File: config.mk
export PLATFORM = sky130hd
export DESIGN_NAME = dpda_datapath
export DESIGN_NICKNAME = d
export VERILOG_FILES = /design/src/hdl/dpda_pkg.sv /design/src/hdl/dpda_datapath.sv
export VERILOG_INCLUDE_DIRS = /design/src /design/src/hdl
export SDC_FILE = /design/constraint.sdc
export NUM_CORES = 2
export LEC_CHECK = 0
export BUFFER_PORTS_ARGS = -buffer_cell sky130_fd_sc_hd__buf_2
export CORE_UTILIZATION = 41
export DETAILED_ROUTE_END_ITERATION = 7
export PLACE_DENSITY = 0.6
export SLEW_MARGIN = 10
export SYNTH_ARGS = -nofsm -noshare
export SYNTH_HDL_FRONTEND = slang
export SYNTH_SLANG_ARGS = --single-unit
File: constraint.sdc
create_clock -name mclk_i -period 16.3 [get_ports mclk_i]
set_clock_uncertainty 0.1 [all_clocks]
set_input_delay 1.63 -clock mclk_i [delete_from_list [all_inputs] [get_ports mclk_i]]
set_output_delay 1.63 -clock mclk_i [all_outputs]
set_load 0.02 [all_outputs]
File: src/hdl/dpda_cfg.svh
// constants for the dot-product accumulate datapath
`ifndef DPDA_CFG_SVH
`define DPDA_CFG_SVH
`define DPDA_ACC_NUM 4
`define DPDA_FLAG_LSB 16
`define DPDA_FLAG_MSB 19
`define DPDA_Q15_MINUS_ONE 16'h8000
`define DPDA_Q31_MAX 32'h7FFFFFFF
`define DPDA_Q31_MIN 32'h80000000
`define DPDA_WORD_ZERO 32'h00000000
`define DPDA_WORD_ONES 32'hFFFFFFFF
`define DPDA_CTRL_RESET 32'h00000000
`define DPDA_HALF_HI_MSB 31
`define DPDA_HALF_HI_LSB 16
`define DPDA_HALF_LO_MSB 15
`define DPDA_HALF_LO_LSB 0
`define DPDA_BYTE_TOP_MSB 31
`define DPDA_BYTE_TOP_LSB 24
`define DPDA_BYTE_NEXT_MSB 23
`define DPDA_BYTE_NEXT_LSB 16
`define DPDA_CHK_MSB 62
`define DPDA_CHK_LSB 31
`endif

File: src/hdl/dpda_pkg.sv
// types for the dot-product accumulate datapath
`default_nettype none
package dpda_pkg;
  typedef enum logic [2:0] {
    DPDA_OP_CROSS_FRAC = 3'b001,
    DPDA_OP_CROSS_FRAC_SAT = 3'b010,
    DPDA_OP_UBYTE_UPPER = 3'b100
  } dpda_op_t;
  typedef logic [1:0] dpda_acc_sel_t;
endpackage
`default_nettype wire

File: src/hdl/dpda_datapath.sv
// dot-product accumulate datapath with four 64-bit accumulators
`timescale 1ns/1ps
`default_nettype none
`include "dpda_cfg.svh"
// Function
// - cross ops multiply a.hi*b.lo and a.lo*b.hi, each shifted left one bit
// - minus one times minus one gives Q31 max and sets the overflow flag
// - both Q31 products sign-extend to 64 bits, summed, added to accumulator
// - non-saturating cross op writes full 64-bit sum unclamped
// - two-bit selector picks one of four accumulators; zero is the original pair
// - overflow flag sits at control bit 16 plus selector; others untouched
// - saturating: non-negative sum with bits 62..31 not zero clamps to Q31 max
// - saturating: negative sum with bits 62..31 not all ones clamps to Q31 min
// - saturating op flags on multiply or accumulate saturation
// - byte op multiplies upper two unsigned byte pairs into 16-bit products
// - byte op zero-extends products and adds to accumulator, no saturation
// - byte op never touches overflow flags
// - no operand-dependent exceptions are raised
module dpda_datapath (
  input wire logic mclk_i,
  input wire logic rstn_i,
  input wire logic op_valid_i,
  input wire dpda_pkg::dpda_op_t op_i,
  input wire dpda_pkg::dpda_acc_sel_t accumulator_select_i,
  input wire logic [31:0] source_reg_a_i,
  input wire logic [31:0] source_reg_b_i,
  input wire dpda_pkg::dpda_acc_sel_t read_select_i,
  output logic [31:0] acc_high_word_o,
  output logic [31:0] acc_low_word_o,
  output logic [31:0] dsp_control_reg_o,
  output logic op_done_o
);
  import dpda_pkg::*;

  // q15 x q15 with the single overflow case replaced
  function automatic logic [32:0] q15_mul(input logic [15:0] a, input logic [15:0] b);
    logic [31:0] prod;
    prod = 32'(signed'(a) * signed'(b));
    if (a == `DPDA_Q15_MINUS_ONE && b == `DPDA_Q15_MINUS_ONE) begin
      q15_mul = {1'b1, `DPDA_Q31_MAX};
    end else begin
      q15_mul = {1'b0, prod[30:0], 1'b0};
    end
  endfunction

  // unsigned byte product; both operands are zero-extended before the multiply
  function automatic logic [15:0] u8_mul(input logic [7:0] a, input logic [7:0] b);
    u8_mul = {8'h00, a} * {8'h00, b};
  endfunction

  // sign-extend a q31 product onto the 64-bit accumulator grid
  function automatic logic [63:0] q31_to_acc(input logic [31:0] p);
    q31_to_acc = {{32{p[31]}}, p};
  endfunction

  // one-hot mask of an accumulator, shared by the write enables and the flag update
  function automatic logic [3:0] acc_onehot(input dpda_acc_sel_t sel);
    acc_onehot = 4'h1 << sel;
  endfunction

  // above the q31 window: sign clear but guard bits not all zero
  function automatic logic over_q31(input logic [63:0] v);
    over_q31 = !v[63] && (v[`DPDA_CHK_MSB:`DPDA_CHK_LSB] != `DPDA_WORD_ZERO);
  endfunction

  // below the q31 window: sign set but guard bits not all ones
  function automatic logic under_q31(input logic [63:0] v);
    under_q31 = v[63] && (v[`DPDA_CHK_MSB:`DPDA_CHK_LSB] != `DPDA_WORD_ONES);
  endfunction

  logic [31:0] hi_reg [`DPDA_ACC_NUM];
  logic [31:0] lo_reg [`DPDA_ACC_NUM];
  logic [31:0] hi_next [`DPDA_ACC_NUM];
  logic [31:0] lo_next [`DPDA_ACC_NUM];
  logic [31:0] ctrl_reg;
  logic [31:0] ctrl_next;
  logic done_reg;
  logic done_next;
  logic [3:0] acc_wr_en;
  logic [31:0] rd_hi_reg;
  logic [31:0] rd_hi_next;
  logic [31:0] rd_lo_reg;
  logic [31:0] rd_lo_next;

  logic [15:0] a_half_hi;
  logic [15:0] a_half_lo;
  logic [15:0] b_half_hi;
  logic [15:0] b_half_lo;
  logic [7:0] a_byte_top;
  logic [7:0] a_byte_next;
  logic [7:0] b_byte_top;
  logic [7:0] b_byte_next;
  logic [32:0] prod_b;
  logic [32:0] prod_a;
  logic [15:0] ub_hi;
  logic [15:0] ub_lo;
  logic [63:0] acc_cur;
  logic [63:0] dotp;
  logic [63:0] sum;
  logic [63:0] result;
  logic sat_flag;

  always_comb begin
    a_half_hi = source_reg_a_i[`DPDA_HALF_HI_MSB:`DPDA_HALF_HI_LSB];
    a_half_lo = source_reg_a_i[`DPDA_HALF_LO_MSB:`DPDA_HALF_LO_LSB];
    b_half_hi = source_reg_b_i[`DPDA_HALF_HI_MSB:`DPDA_HALF_HI_LSB];
    b_half_lo = source_reg_b_i[`DPDA_HALF_LO_MSB:`DPDA_HALF_LO_LSB];
    a_byte_top = source_reg_a_i[`DPDA_BYTE_TOP_MSB:`DPDA_BYTE_TOP_LSB];
    a_byte_next = source_reg_a_i[`DPDA_BYTE_NEXT_MSB:`DPDA_BYTE_NEXT_LSB];
    b_byte_top = source_reg_b_i[`DPDA_BYTE_TOP_MSB:`DPDA_BYTE_TOP_LSB];
    b_byte_next = source_reg_b_i[`DPDA_BYTE_NEXT_MSB:`DPDA_BYTE_NEXT_LSB];
  end

  // all multipliers run every cycle; the op code only picks which sum is used
  always_comb begin
    prod_b = q15_mul(a_half_hi, b_half_lo);
    prod_a = q15_mul(a_half_lo, b_half_hi);
    ub_hi = u8_mul(a_byte_top, b_byte_top);
    ub_lo = u8_mul(a_byte_next, b_byte_next);
  end

  always_comb begin
    acc_cur = {hi_reg[accumulator_select_i], lo_reg[accumulator_select_i]};
    if (op_i == DPDA_OP_UBYTE_UPPER) begin
      dotp = {48'h0, ub_hi} + {48'h0, ub_lo};
    end else begin
      dotp = q31_to_acc(prod_b[31:0]) + q31_to_acc(prod_a[31:0]);
    end
    sum = acc_cur + dotp;
    result = sum;
    sat_flag = 1'b0;
    case (op_i)
      DPDA_OP_CROSS_FRAC: begin
        sat_flag = prod_b[32] | prod_a[32];
      end
      DPDA_OP_CROSS_FRAC_SAT: begin
        sat_flag = prod_b[32] | prod_a[32];
        if (over_q31(sum)) begin
          result = {`DPDA_WORD_ZERO, `DPDA_Q31_MAX};
          sat_flag = 1'b1;
        end else if (under_q31(sum)) begin
          result = {`DPDA_WORD_ONES, `DPDA_Q31_MIN};
          sat_flag = 1'b1;
        end
      end
      default: begin
        sat_flag = 1'b0;
      end
    endcase
  end

  // only the selected pair is written, high and low word on the same edge
  always_comb begin
    acc_wr_en = op_valid_i ? acc_onehot(accumulator_select_i) : 4'h0;
    for (int i = 0; i < `DPDA_ACC_NUM; i++) begin
      if (acc_wr_en[i]) begin
        hi_next[i] = result[63:32];
        lo_next[i] = result[31:0];
      end else begin
        hi_next[i] = hi_reg[i];
        lo_next[i] = lo_reg[i];
      end
    end
  end

  genvar g;
  generate
    for (g = 0; g < `DPDA_ACC_NUM; g++) begin : g_acc
      always_ff @(posedge mclk_i) begin
        if (!rstn_i) begin
          hi_reg[g] <= `DPDA_WORD_ZERO;
          lo_reg[g] <= `DPDA_WORD_ZERO;
        end else begin
          hi_reg[g] <= hi_next[g];
          lo_reg[g] <= lo_next[g];
        end
      end
    end
  endgenerate

  // flags are sticky: only reset clears them, so a later clean op cannot hide an overflow
  always_comb begin
    ctrl_next = ctrl_reg;
    if (sat_flag) begin
      ctrl_next[`DPDA_FLAG_MSB:`DPDA_FLAG_LSB] = ctrl_reg[`DPDA_FLAG_MSB:`DPDA_FLAG_LSB] | acc_wr_en;
    end
  end

  always_ff @(posedge mclk_i) begin
    if (!rstn_i) begin
      ctrl_reg <= `DPDA_CTRL_RESET;
    end else begin
      ctrl_reg <= ctrl_next;
    end
  end

  // single-cycle datapath with no exception path, so done is the request one edge later
  always_comb begin
    done_next = op_valid_i;
  end

  always_ff @(posedge mclk_i) begin
    if (!rstn_i) begin
      done_reg <= 1'b0;
    end else begin
      done_reg <= done_next;
    end
  end

  // readback takes the post-update value so a result shows in the cycle after it is taken
  always_comb begin
    rd_hi_next = hi_next[read_select_i];
    rd_lo_next = lo_next[read_select_i];
  end

  always_ff @(posedge mclk_i) begin
    if (!rstn_i) begin
      rd_hi_reg <= `DPDA_WORD_ZERO;
      rd_lo_reg <= `DPDA_WORD_ZERO;
    end else begin
      rd_hi_reg <= rd_hi_next;
      rd_lo_reg <= rd_lo_next;
    end
  end

  assign acc_high_word_o = rd_hi_reg;
  assign acc_low_word_o = rd_lo_reg;
  assign dsp_control_reg_o = ctrl_reg;
  assign op_done_o = done_reg;
endmodule
`default_nettype wire

==> results.md <==
STA:
- The timing-limited maximum frequency is 65.5 MHz.
- The total count of max-transition violations in the final report is 0.
- The max-slew headroom at the worst pin is 0.219.
- The final clock period utilization by the worst path is 0.937.
- Setup repair after global routing left no endpoint under its margin.
- The number of hold-slack violations in the final timing report is 0.
- The setup violation total in the final timing report is 0.
- In the final timing run, aggregate negative setup slack is 0 ns.
- The actual slew at the worst max-slew pin is 1.17 ns.
- The clock period could shrink to 15.27 ns.

Critical path:
- The element type at the critical path end is a flip-flop.
- The critical setup path kind is in -> reg.
- The largest single stage delay on the critical path is 0.56 ns.
- By instance count, the cell type seen most on the critical path is sky130_fd_sc_hd__fa_1.
- The data required time of the critical path is 16.67 ns.
- The data arrival at the endpoint of the critical path is 15.65 ns.
- The cell at the slowest stage of the critical path is sky130_fd_sc_hd__fa_1.
- The kind of start point of the critical path is a primary input.
- Along the worst path, the maximum fanout reaches 35.
- Measured in cells, the most critical reg-to-reg path has a length of 19.

Global route:
- The maximum number of pins on one net before global-route repair is 114.
- The global-route met3 utilization is 0.0286.
- The met1 demand-to-capacity share in global routing is 0.325.
- The wire length of the first global-routing pass is 214000 um.
- For this run, global-route usage on met2 was measured as 0.419.
- The global router's overall resource usage is 0.245.
- The number of global-route vias before repair is 37450.
- met2 is the most crowded layer.
- The total overflow left after global routing is 0.
- The number of antenna violations at the first check in global routing came to 5.

Floorplan:
- In this run the count of I/O pins placed on the die edge is 171.
- The die area is 111000 um2.
- The placement row count is 120.
- The initial utilization of the core area, before any placement, comes to 0.416.
- The die is 333 um wide.
- The die is 333 um tall.
- The core region is 108000 um2.

Cells and area:
- The final net count is 6209.
- Leaving out fill and tap cells, the most frequent cell in the layout is sky130_fd_sc_hd__inv_1.
- The area overhead of the layout relative to synthesis is 6.02%.
- The library cells used most frequently in the layout, excluding fill and tap cells, are sky130_fd_sc_hd__inv_1, sky130_fd_sc_hd__nand2_1, sky130_fd_sc_hd__fa_1.
- In the final layout, the share of cells above drive strength 1 is 0.0692.

Synth:
- The share of the Yosys chip area taken by registers is 0.145.
- The mapped cell area is 44800 um2.
- In this run, distinct cell masters in the synthesized netlist total 92.
- In the synthesized netlist the async set-or-reset flop fraction comes to 0.
- For this run, the leading register cell type out of synthesis is sky130_fd_sc_hd__dfxtp_1.
- Synthesis produced 5284 cells.
- The number of synthesized register bits is 325.
- Counting flops with a built-in enable in the synthesized netlist gives 0.
- The average size of a mapped cell is 8.48 um2.
- The count of synthesis-stage warnings from yosys is 0.

Clock network:
- The H-tree depth is 1.
- The root buffer cell chosen for the clock tree is sky130_fd_sc_hd__clkbuf_16.
- Clock tree synthesis inserted a total of 31 buffers.
- The count of hold-fix buffers inserted at cts is 0.
- The post-cts repair resize count is 0.
- The clock tree from TritonCTS is done.
- No sink is reached through more buffers than the 3 on the longest clock path.
- Clock-pin slew was measured on the worst setup and hold paths at 0.06 ns.
- The insertion delay to the later sink of the worst-skew pair is 0.60 ns.
- After clock tree synthesis, the setup repair step added 0 buffers.
- Counting every sink on the clock net gives 325.

Hold path:
- The depth of the worst hold-timing path is 2.
- The min-delay analysis places its worst path in the category reg -> reg.

Routing:
- For this block, the initial DRC count from the detailed router was 2721.
- The total wire length after detailed routing is 135000 um.
- The vias after detailed routing is 36917.
- The DRC violation count after routing is 0.
- The count of nets left with antenna violations after detail routing is 0.
- The detail-routed net length per standard cell is 20.4 um.
- In the routed layout, each cell is associated on average with a via count of 5.57.
- The first detailed-routing pass ran for 8 iterations.

Placed design:
- The number of buffers added on ports is 142.
- The detailed placement HPWL is 99600 um.
- At the end of routability-driven placement, the weighted congestion stood at 0.944.

Job:
- The tool flagged a number of max-cap violations equal to 0.

Status:
- The run finished with clean final reports.
cell type report:
class,instances,area [um2]
fillers,10594,60100
multi-input cells,3908,34300
flip-flops and latches,325,6510
inverters,740,2780
well taps,1403,1760
repair buffers,200,1170
clock buffers,46,892
clock inverters,9,105
diodes,1,2.50
per-layer routing:
| metal | wire [um] | share of wire |
|---|---|---|
| met2 | 66000 | 0.49 |
| met5 | 55 | 0.00041 |
| met4 | 3780 | 0.028 |
| met3 | 8210 | 0.061 |
| met1 | 57200 | 0.42 |
cell usage after synthesis (all sizes together), types with 38 or more instances:
master	n	area (um2)
nand3	56	285
xnor2	110	963
ha	318	3980
fa	611	12200
mux4	66	1490
dfxtp	325	6510
a21o	73	548
a22oi	59	443
o22ai	47	294
o21ai	228	1140
inv	740	2780
buf	71	400
xor2	63	552
and2	343	2150
nor3	38	195
a21boi	107	803
nand2b	44	275
nor2	254	956
a21oi	243	1230
nand2	710	2670
clkbuf	267	1000
nor2b	51	319
per-stage QoR:
stage / utilization / instances / hold slack [ns] / instance area [um2] / setup WS [ns]
2_1_floorplan: - / 5311 / 0.341 / 44900 / 2.48
3_3_place_gp: 0.432 / 6576 / 0.354 / 46500 / 0.739
3_5_place_dp: 0.432 / 6576 / 0.361 / 46500 / 0.534
4_1_cts: 0.441 / 6631 / 0.370 / 47500 / 1.14
5_1_grt: 0.441 / 6631 / 0.388 / 47500 / 0.0149
6_report: 0.441 / 6632 / 0.368 / 47500 / 1.03
kinds of logic after synthesis:
family / count (synthesis) / share of synthesized area
compound gates: 1036 / 0.151
xor+xnor: 173 / 0.0338
fa+ha+maj: 930 / 0.362
buf+inv: 1078 / 0.0933
flops: 325 / 0.145
mux: 77 / 0.0356
other cells: 1 / 0.0000837
simple gates: 1664 / 0.179
worst max-delay path, delay by kind of cell:
kind	cells	cell delay, ns
AO/OA/AOI/OAI	20	4.65
XOR/XNOR	2	0.50
adder cells (fa/ha/maj)	9	3.97
AND/OR/NAND/NOR	13	3.57
buffers and inverters	6	1.27
final timing paths:
path	slack, ns	endpoint	start
hold reg to reg	0.37	hi_reg[2][23]	hi_reg[2][23]
setup / recovery	1.03	acc_low_word_o[7]	source_reg_a_i[22]
hold / removal	0.37	hi_reg[2][23]	hi_reg[2][23]
setup reg to reg	9.21	acc_low_word_o[7]	lo_reg[3][0]
Power is not shown: default switching activity piles up to over one toggle a cycle in this logic, so the estimate is an artifact.
